`src/verilog/test_ctl_pkg.sv`:
```
// constants and carrier types for the power-up reset, preload and observe block
// assumes one 50 mhz clock and a synchronous active-high reset from supply ramp detection
package test_ctl_pkg;
  localparam int CLK_PERIOD_NS = 20;
  localparam int POWERUP_RESET_DURATION_US = 10;
  localparam int POWERUP_RESET_CYCLES =
    (POWERUP_RESET_DURATION_US * 1000) / CLK_PERIOD_NS;
  localparam int NUM_CELLS = 8;
  localparam logic POLARITY_RESET = 1'b0;

  typedef enum logic [1:0] {
    MODE_NORMAL = 2'b00,
    MODE_PRELOAD = 2'b01,
    MODE_OBSERVE = 2'b10
  } test_mode_e;

  typedef struct packed {
    logic enable;
    logic load;
    test_mode_e mode;
  } test_ctl_s;
endpackage

```
`src/verilog/powerup_reset_preload_observe.sv`:
```
// top: power-up clear sequencer and test-mode control over a row of logic cells
// assumes a tester drives test_ctl and pins synchronous to ref_clk
// How it works
// RQ1 - power-up clears every flip-flop low, pin-routed or buried
// RQ2 - power-up clear finishes within ten microseconds
// RQ3 - pin level is cleared register value through programmed polarity
// RQ4 - outside system waits for setup times before first clock edge
// RQ5 - preload writes each flip-flop from its pin value
// RQ6 - observe forces every output buffer on, showing buried registers
// RQ7 - active async reset or preset overrides preloaded contents
// RQ8 - tester avoids preloading states that trigger async reset or preset
// RQ9 - combinatorial outputs become registered with zero terms while testing
// RQ10 - plain combinatorial outputs recover after testing ends
// RQ11 - tester restores combinatorial latches before checking them
// RQ12 - test control enters and leaves modes; normal runs after release
`timescale 1ns/1ps
`default_nettype none
module powerup_reset_preload_observe
  import test_ctl_pkg::*;
#(
  parameter int CELLS = NUM_CELLS,
  parameter int RESET_CYCLES = POWERUP_RESET_CYCLES
) (
  input wire logic ref_clk,
  input wire logic reset,
  input wire test_ctl_s test_ctl,
  input wire logic [CELLS-1:0] d_in,
  input wire logic [CELLS-1:0] comb_term,
  input wire logic [CELLS-1:0] async_rst,
  input wire logic [CELLS-1:0] async_set,
  input wire logic [CELLS-1:0] is_comb,
  input wire logic [CELLS-1:0] invert,
  input wire logic [CELLS-1:0] prog_oe,
  input wire logic [CELLS-1:0] pin_in,
  output logic [CELLS-1:0] pin_out,
  output logic [CELLS-1:0] pin_oe,
  output logic powerup_busy,
  output logic test_active
);
  localparam int CW = $clog2(RESET_CYCLES + 1);

  // refuse sizes the clear window cannot serve
  if (CELLS < 1 || RESET_CYCLES < 1 || RESET_CYCLES > POWERUP_RESET_CYCLES) begin : g_bad_params
    $error("unsupported parameter values");
  end

  logic [CW-1:0] count_reg;
  logic clear;
  logic observe_on;
  logic preload_we;
  logic [CELLS-1:0] q_unused;

  // count down the clear window after reset release
  always_ff @(posedge ref_clk) begin
    if (reset) begin
      count_reg <= CW'(RESET_CYCLES); // RQ2
      powerup_busy <= 1'b1;
    end else if (count_reg != '0) begin
      count_reg <= count_reg - CW'(1);
      powerup_busy <= (count_reg != CW'(1));
    end else begin
      powerup_busy <= 1'b0;
    end
  end

  assign clear = reset || powerup_busy; // RQ1

  // test mode held only while the tester asserts enable
  always_ff @(posedge ref_clk) begin
    if (clear) begin
      test_active <= 1'b0;
    end else begin
      test_active <= test_ctl.enable && (test_ctl.mode != MODE_NORMAL); // RQ12
    end
  end

  assign preload_we = test_active && test_ctl.enable &&
                      (test_ctl.mode == MODE_PRELOAD) && test_ctl.load;
  assign observe_on = test_active && (test_ctl.mode == MODE_OBSERVE);

  genvar i;
  generate
    for (i = 0; i < CELLS; i++) begin : g_cell
      macro_cell u_cell (
        .ref_clk(ref_clk),
        .clear(clear),
        .d_in(d_in[i]),
        .async_rst(async_rst[i]),
        .async_set(async_set[i]),
        .comb_term(comb_term[i]),
        .is_comb(is_comb[i]),
        .invert(invert[i]),
        .prog_oe(prog_oe[i]),
        .test_active(test_active),
        .preload_we(preload_we),
        .observe(observe_on),
        .pin_in(pin_in[i]),
        .pin_out(pin_out[i]),
        .pin_oe(pin_oe[i]),
        .q(q_unused[i])
      );
    end
  endgenerate
endmodule
`default_nettype wire

```
`src/verilog/macro_cell.sv`:
```
// one logic cell: register, polarity, combinatorial path and test overrides
// assumes cell logic terms come from outside, synchronous to ref_clk
`timescale 1ns/1ps
`default_nettype none
module macro_cell
  import test_ctl_pkg::*;
(
  input wire logic ref_clk,
  input wire logic clear,
  input wire logic d_in,
  input wire logic async_rst,
  input wire logic async_set,
  input wire logic comb_term,
  input wire logic is_comb,
  input wire logic invert,
  input wire logic prog_oe,
  input wire logic test_active,
  input wire logic preload_we,
  input wire logic observe,
  input wire logic pin_in,
  output logic pin_out,
  output logic pin_oe,
  output logic q
);
  logic q_reg;
  logic q_next;
  logic level;

  always_comb begin
    q_next = q_reg;
    if (test_active) begin
      if (preload_we) begin
        q_next = pin_in; // RQ5
      end
    end else if (!is_comb) begin
      q_next = d_in;
    end
    if (async_rst) begin
      q_next = 1'b0; // RQ7
    end else if (async_set) begin
      q_next = 1'b1; // RQ7
    end
  end

  always_ff @(posedge ref_clk) begin
    if (clear) begin
      q_reg <= 1'b0; // RQ1
    end else begin
      q_reg <= q_next;
    end
  end

  // combinatorial cells run registered with zero terms while testing
  always_comb begin
    if (is_comb && !test_active) begin
      level = comb_term; // RQ10
    end else begin
      level = q_reg; // RQ9
    end
  end

  always_ff @(posedge ref_clk) begin
    if (clear) begin
      pin_out <= 1'b0;
      pin_oe <= 1'b0;
    end else begin
      pin_out <= level ^ invert; // RQ3
      pin_oe <= observe ? 1'b1 : (prog_oe && !test_active); // RQ6
    end
  end

  assign q = q_reg;
endmodule
`default_nettype wire

```
`config.mk`:
```
export PLATFORM = sky130hd
export DESIGN_NAME = powerup_reset_preload_observe
export DESIGN_NICKNAME = d
export VERILOG_FILES = /design/src/verilog/test_ctl_pkg.sv /design/src/verilog/powerup_reset_preload_observe.sv /design/src/verilog/macro_cell.sv
export SDC_FILE = /design/constraint.sdc
export NUM_CORES = 1
export LEC_CHECK = 0
export BUFFER_PORTS_ARGS = -buffer_cell sky130_fd_sc_hd__buf_2
export CELL_PAD_IN_SITES_DETAIL_PLACEMENT = 0
export CELL_PAD_IN_SITES_GLOBAL_PLACEMENT = 1
export CORE_MARGIN = 5
export CORE_UTILIZATION = 29
export CTS_BUF_LIST = sky130_fd_sc_hd__clkbuf_16
export DETAILED_ROUTE_END_ITERATION = 16
export GPL_TIMING_DRIVEN = 0
export PLACE_DENSITY = 0.8
export SLEW_MARGIN = 10
export SYNTH_ARGS = -nofsm -noshare
export SYNTH_HDL_FRONTEND = slang
export SYNTH_SLANG_ARGS = --single-unit
```
`constraint.sdc`:
```
create_clock -name ref_clk -period 1.4 [get_ports ref_clk]
set_input_delay 0.14 -clock ref_clk [delete_from_list [all_inputs] [get_ports ref_clk]]
set_output_delay 0.14 -clock ref_clk [all_outputs]
set_load 0.05 [all_outputs]
```
## Word-level counts from Yosys, hierarchy flattened

Cells that the tools add are included.

- Register bits: 35
- Logic and storage cells: 145

- $add $sub $neg: 1
- Equal/unequal tests: 19
- Mux-type cells: 49
- Bitwise operators: 8
- Reduce and logical (&&, ||, !) cells: 41

Operator list:

| kind | count |
|---|---|
| $mux W1 | 49 |
| $ne A3 B2 Y1 const B | 16 |
| $logic_and A1 B1 Y1 | 21 |
| $reduce_and A2 Y1 | 8 |
| $reduce_or A2 Y1 | 8 |
| $ne A9 B1 Y1 const B | 1 |
| $reduce_bool A9 Y1 | 1 |
| $sub A9 B1 Y9 const B | 1 |
| $xor A1 B1 Y1 | 8 |
| $eq A2 B1 Y1 const B | 1 |
| $eq A2 B2 Y1 const B | 1 |
| $reduce_bool A2 Y1 | 1 |
| $logic_not A1 Y1 | 1 |
| $logic_or A1 B1 Y1 | 1 |

## Logic depth before layout (Yosys ltp)

Gate-level depths: netlist of the first run.

- Word-level depth: 6
- Mapped depth: 6
- Depth with buffers taken out: 6

## Hierarchy

From an unflattened synthesis of the first run, not the netlist that was laid out.

- Cell total of the unflattened synthesis: 200
- Area total of the unflattened synthesis: 1747.9 sq um

By module, submodules not included:

| module | times used | cells each | area an instance (sq um) | seq. area each (sq um) |
|---|---|---|---|---|
| macro_cell | 8 | 17 | 148.9 | 60.1 |
| powerup_reset_preload_observe | 1 | 64 | 556.8 | 220.2 |

## Worst setup path after synthesis of the first run

Ideal clock, no wire load.

- Path type: register to register
- Start: register test_active
- End: register g_cell[3].u_cell.q_reg
- Arrival time: 1465 ps
- Required time: 1266 ps
- Path slack: -198 ps
- Cell stages (with the launch flop): 6
- Buffers on the path: 2
- Period minus slack after synthesis: 1598 ps
- Path through: dfxtp_1 > buf_4 > buf_2 > nor2_1 > a221oi_1 > a211oi_1

- Word-level cells in the longest chain between the ends: 5
- Elaborated cells on any way between the ends: 8

Ends and longest elaborated chain:

| item | line | text |
|---|---|---|
| from (decl) | powerup_reset_preload_observe.sv:38 | `output logic test_active` |
| from (signal assigned) | powerup_reset_preload_observe.sv:73 | `test_active <= test_ctl.enable && (test_ctl.mode != MODE_NORMAL);` |
| $logic_and A1 B1 Y1 (2 in series) | powerup_reset_preload_observe.sv:77 | `assign preload_we = test_active && test_ctl.enable &&` |
| $logic_and A1 B1 Y1 | powerup_reset_preload_observe.sv:78 | `(test_ctl.mode == MODE_PRELOAD) && test_ctl.load;` |
| $ne A3 B2 Y1 (no line) | - |  |
| $reduce_and A2 Y1 (no line) | - |  |
| to (signal assigned) | macro_cell.sv:49 | `q_reg <= q_next;` |
| to (decl) | macro_cell.sv:25 | `logic q_reg;` |

Several ways; a longest one is shown, not always the timed one.
A chain may end at the register's enable or synchronous reset.

## Worst setup path in the final report of the first run

- Start: register count_reg[5]
- End: register count_reg[6]

- Word-level cells in the longest chain between the ends: 1
- Elaborated cells on any way between the ends: 2

Ends and longest elaborated chain:

| item | line | text |
|---|---|---|
| from (decl) | powerup_reset_preload_observe.sv:47 | `logic [CW-1:0] count_reg;` |
| from (signal assigned) | powerup_reset_preload_observe.sv:56 | `count_reg <= CW'(RESET_CYCLES);` |
| from (signal assigned) | powerup_reset_preload_observe.sv:59 | `count_reg <= count_reg - CW'(1);` |
| $sub A9 B1 Y9 / $reduce_bool A9 Y1 (equally long branches) | powerup_reset_preload_observe.sv:59, powerup_reset_preload_observe.sv:58 |  |

Several ways; a longest one is shown, not always the timed one.

==> run summary, run 1 <==
Critical Path AT = 1.53 ns
FF+latch count, synth = 35
ys async rst share = 0%
Sequential cell area = 709 um^2
Final setup viols = 0
Synth Net Count = 279
Seq/Total Area, Yosys = 39.4%
Ys Warns = 0
via/cell ratio = 4.59
drt wl/cell = 13.3 um
GRT Resource Usage Total = 12.8%
GPL Wtd Cong = 0.730
buffers added on ports = 87
Starting Density = 29.9%
Area after DPL = 2310 um^2
max FFs per register = 9
Die ar. = 7800 um^2
post-route cell area = 2600 um^2
Iter 0 DRT Violations = 40
PnR worst setup slack = 0.0213 ns
DRC viols = 0
initial antenna violation count = 0
first-pass GRT wire length = 7.77 mm
Critical Path Fanout Max = 5
min cycle time layout = 1.38 ns
synth top area cells = dfxtp_1 (39%), buf_4 (7.2%), nor2_1 (4.9%), a21oi_1 (4.5%), mux2i_1 (4.5%)
CP Launch Type = register
period utilization = 98.5%
Final Hold Fails = 0
VDD IR max = 514 uV
Root Buffer = clkbuf_16
worst min path class = input port to register
leading register cell type out of synthesis = dfxtp_1
Critical Path RT = 1.55 ns
Final Util = 43.7%
Final #Nets = 383
final WL = 5.13 mm
status = finished clean
max-slew violation count = 0
Clock Tree Buf Depth = 2
Die Y = 88.3 um
multi-input logic area = 916 um^2
largest net degree at the start of global routing = 11
Syn-to-layout area delta = 46.4%
die width = 88.3 um
post-placement worst setup slack = -0.122 ns
Post-Syn Instances = 207
first-pass iteration count of the detailed router = 4
Overflow after GRT = 0
CTS tree = yes
CORE AREA = 5960 um^2
cell area after synthesis = 1780 um^2
Clock Skew = 0.00196 ns
final antenna diode count = 0
nature of the critical path endpoint = register
ratio of cells with drive above 1 in the final layout = 45.8%
vias in the first global route = 1627
Hold Buf Count CTS = 0
placed insts = 369
crit path kind = register to register
CTS Sinks = 35
worst skew pair latency = 0.27 ns
Final Non-Filler Cells = 387
post-route ant nets = 0
Fill cells = 631
RSZ-0062 raised after global routing = true
clock slew seen by the registers of the worst setup and hold paths = 0.05 ns
Worst Max-Slew Pin Slew = 0.417 ns
via count = 1775
leak pwr = 1.26 nW
dominant cell type by area after synthesis = dfxtp_1
FMAX = 0.725 GHz
Worst slew margin = 72.2%
Max-Cap Viols = 0
CTS buffer count = 5
HPWL after DPL = 3.90 mm
FP Rows = 28
H-tree Lvls = 2
I/O Pins = 88
top-area cell type share of the netlist area = 39.4%
Synth cell types = 35
Post-synth EDFFs = 0
Mean Syn Cell Area = 8.59 um^2
Cell Pwr Density = 901 nW/um^2
final total power = 0.00235 W
==> area by class of cell <==
class                      instances  share of cell area, %
timing repair buffer              97                   19.8
sequential                        35                   27.2
inverter                          10                   1.44
clock inverter                     3                  0.432
buffer                            26                   7.54
tap                               75                   3.60
clock buffer                       5                   4.81
multi-input combinational        136                   35.2
==> cells in the final DEF, fill, tap and decap left out, drive strengths merged, types with 2 or more instances in the layout <==
cell type,n
a21oi,16
a211oi,4
nand2b,9
nor2b,9
inv,11
clkbuf,9
ha,2
nand3b,4
nand2,4
nor3,14
xnor2,2
buf,119
nand3,2
o21ai,3
mux2i,8
or3,2
nor4,13
dfxtp,35
a221oi,2
o31ai,2
nor2,23
clkinv,2
xor2,8
==> stage by stage <==
step / hold WS (ns) / TNS [ns]
after detailed placement: 0.308 / -2.13
after global routing: 0.0209 / -0.0979
after floorplan: 0.218 / 0
final: 0.0225 / 0
after global placement: 0.308 / -1.62
after CTS: 0.0177 / 0
==> per-layer routing <==
layer | track usage, % | wire [um]
met5 | 0 | 0
met4 | 2.47 | 23
met3 | 3.91 | 364
met2 | 21.3 | 2540
met1 | 16.6 | 2200
==> worst paths after layout <==
check	startpoint	depth (start not counted)	endpoint	slack, ns
setup / recovery	count_reg[5]	5	count_reg[6]	0.02
hold reg to reg	g_cell[3].u_cell.q	2	g_cell[3].u_cell.q	0.49
setup reg to reg	count_reg[5]	5	count_reg[6]	0.02
hold / removal	async_rst[0]	2	g_cell[0].u_cell.q	0.02
==> worst max-delay path: stages, from the launching register on <==
cell	delay, ns
dfxtp_1	0.30
buf_6	0.12
nor4_4	0.25
buf_4	0.18
a2111oi_2	0.07
or3b_1	0.34
==> report_power, final <==
part / switching, W / internal [W] / leakage [nW]
combinational: 0.000124 / 0.000161 / 0.909
clock: 0.000385 / 0.000639 / 0.0701
sequential: 0.0000229 / 0.00101 / 0.283
total: 0.000531 / 0.00181 / 1.26
==> cells by family after synthesis <==
family / count (synthesis) / share of synthesized area (%)
compound gates: 32 / 11.3
xor+xnor: 10 / 4.93
fa+ha+maj: 2 / 1.41
buf+inv: 36 / 11.8
flops: 35 / 39.4
mux: 8 / 4.50
simple gates: 84 / 26.7
==> synthesized netlist by cell type, types with 2 or more instances <==
master,count
a211oi_1,4
a21oi_1,16
a221oi_1,2
buf_2,2
buf_4,17
clkbuf_1,6
dfxtp_1,35
ha_1,2
inv_1,10
mux2i_1,8
nand2_1,4
nand2b_1,9
nand3_1,2
nand3b_1,4
nor2_1,23
nor2b_1,9
nor3_1,13
nor4_1,12
o21ai_0,3
o31ai_1,2
or3_1,2
xnor2_1,2
xor2_1,8
==> timing repair <==
item	in CTS	in global routing
hold endpoints to repair	0	0
pin swaps	2	5
setup endpoints to repair	29	20
gates resized for setup	9	21
setup buffers	2	8
No activity file was read; power rests on OpenSTA's default activity.
==> run 2, diff against run 1 <==
--- a/config.mk
+++ b/config.mk
@@ -6,14 +6,12 @@
 export NUM_CORES = 1
 export LEC_CHECK = 0
 export BUFFER_PORTS_ARGS = -buffer_cell sky130_fd_sc_hd__buf_2
-export CELL_PAD_IN_SITES_DETAIL_PLACEMENT = 0
-export CELL_PAD_IN_SITES_GLOBAL_PLACEMENT = 1
 export CORE_MARGIN = 5
-export CORE_UTILIZATION = 29
+export CORE_UTILIZATION = 35
 export CTS_BUF_LIST = sky130_fd_sc_hd__clkbuf_16
 export DETAILED_ROUTE_END_ITERATION = 16
 export GPL_TIMING_DRIVEN = 0
-export PLACE_DENSITY = 0.8
+export PLACE_DENSITY = 0.7
 export SLEW_MARGIN = 10
 export SYNTH_ARGS = -nofsm -noshare
 export SYNTH_HDL_FRONTEND = slang
==> run 2 against run 1 <==
Effect of this change: first-iteration DRC count grew 13%; flip-flop and latch count is the same; critical path depth is the same; register-to-register slack gained 0.04 ns; hold slack lost 0.0020 ns; cell count shrank 3.1%; worst setup slack gained 0.041 ns; clock skew grew 0.0022 ns; clock power grew 4%; fmax grew 3.1%; critical endpoint is now count_reg[0].
==> run summary, run 2 (synthesis gave the netlist of run 1 again) <==
leak pwr = 1.22 nW
max-slew violation count = 0
CTS tree = yes
Hold Buf Count CTS = 0
final WL = 4.76 mm
status = finished clean
worst min path class = input port to register
beginning of the worst register-to-register path = count_reg[8]
crit path kind = register to register
Clock Tree Buf Depth = 2
Iter 0 DRT Violations = 45
Overflow after GRT = 0
worst skew pair latency = 0.28 ns
CTS Sinks = 35
RSZ-0062 raised after global routing = true
I/O Pins = 88
commonest non-fill, non-tap cells in the layout = buf_2 (89), dfxtp_1 (29), nor2_1 (23)
HPWL after DPL = 3.68 mm
Starting Density = 35.5%
CP Launch Type = register
Cell Pwr Density = 937 nW/um^2
post-route ant nets = 0
die width = 81.3 um
Final Util = 50.3%
first-pass iteration count of the detailed router = 4
first-pass GRT wire length = 7.47 mm
Root Buffer = clkbuf_16
Syn-to-layout area delta = 41.9%
DRC viols = 0
GRT Resource Usage Total = 14.8%
clock slew seen by the registers of the worst setup and hold paths = 0.06 ns
commonest non-fill, non-tap cell in the layout = buf_2
CORE AREA = 5010 um^2
Setup crit start = count_reg[8]
Die ar. = 6610 um^2
H-tree Lvls = 2
GPL Wtd Cong = 0.768
period utilization = 95.6%
Worst Max-Slew Pin Slew = 0.383 ns
Final setup viols = 0
via count = 1784
ratio of cells with drive above 1 in the final layout = 44.3%
Clock Skew = 0.00412 ns
initial antenna violation count = 0
Final #Nets = 376
buffers added on ports = 87
max FFs per register = 9
VDD IR max = 458 uV
FP Rows = 26
hold path start = async_rst[1]
min cycle time layout = 1.34 ns
Fin Hold WS = 0.0205 ns
Worst slew margin = 74.5%
vias in the first global route = 1661
Final Hold Fails = 0
largest net degree at the start of global routing = 12
CTS buffer count = 5
Critical Path AT = 1.49 ns
Fill cells = 522
Critical Path RT = 1.55 ns
FMAX = 0.748 GHz
R2R Setup Slk = 0.06 ns
final antenna diode count = 0
drt wl/cell = 12.7 um
Critical Path Fanout Max = 6
via/cell ratio = 4.76
Die Y = 81.3 um
nature of the critical path endpoint = register
Max-Cap Viols = 0
==> run 2: report_power, final <==
part           leakage (nW)  switching (W)  internal [W]
logic                 0.864       0.000120      0.000148
clock network        0.0710       0.000409      0.000648
registers             0.283      0.0000223       0.00102
==> run 2: final cells by class <==
type,instances,area (um^2),share of cell area [%]
plain buffers,26,186,7.39
clock buffers,5,125,4.96
clock inverters,3,16.3,0.645
inverters,10,37.5,1.49
multi-input cells,136,903,35.8
flip-flops and latches,35,708,28.1
well taps,70,87.6,3.47
repair buffers,90,458,18.2
==> run 2: metal layers <==
metal / track usage, % / up-vias / wire length (um)
met1: 17.6 / 835 / 2020
met3: 4.88 / 8 / 283
li1: - / 897 / -
met5: 0 / - / 0
met2: 25.2 / 44 / 2390
met4: 4.22 / 0 / 61
==> run 2: path summary, 6_finish.rpt <==
kind,end,cells past startpoint
hold / removal,g_cell[1].u_cell.q,2
setup / recovery,count_reg[0],5
setup reg to reg,count_reg[0],5
hold reg to reg,g_cell[7].u_cell.q,2
==> run 2: worst max-delay path, stage by stage (launching register included) <==
cell and delay [ns]:
dfxtp_1 0.35, nor4_4 0.26, buf_4 0.19, nand3_1 0.16
xnor2_1 0.19, nor2_1 0.05
==> run 2: metrics by stage <==
step           instance area [um^2]  instances  worst slack [ns]  power, W  setup TNS, ns
2_1_floorplan                  1780        207           0.00133   0.00118              0
3_3_place_gp                   2300        364           -0.0778   0.00130         -0.931
3_5_place_dp                   2300        364           -0.0852   0.00131          -1.24
4_1_cts                        2470        373           0.00514   0.00239              0
5_1_grt                        2520        375           -0.0123   0.00248        -0.0194
6_report                       2520        375            0.0622   0.00236              0
==> run 2: what timing repair did <==
action                     in CTS  in global routing
setup buffers                   1                  2
pin swaps                       1                  4
setup endpoints to repair      29                 17
resized for setup               8                 13
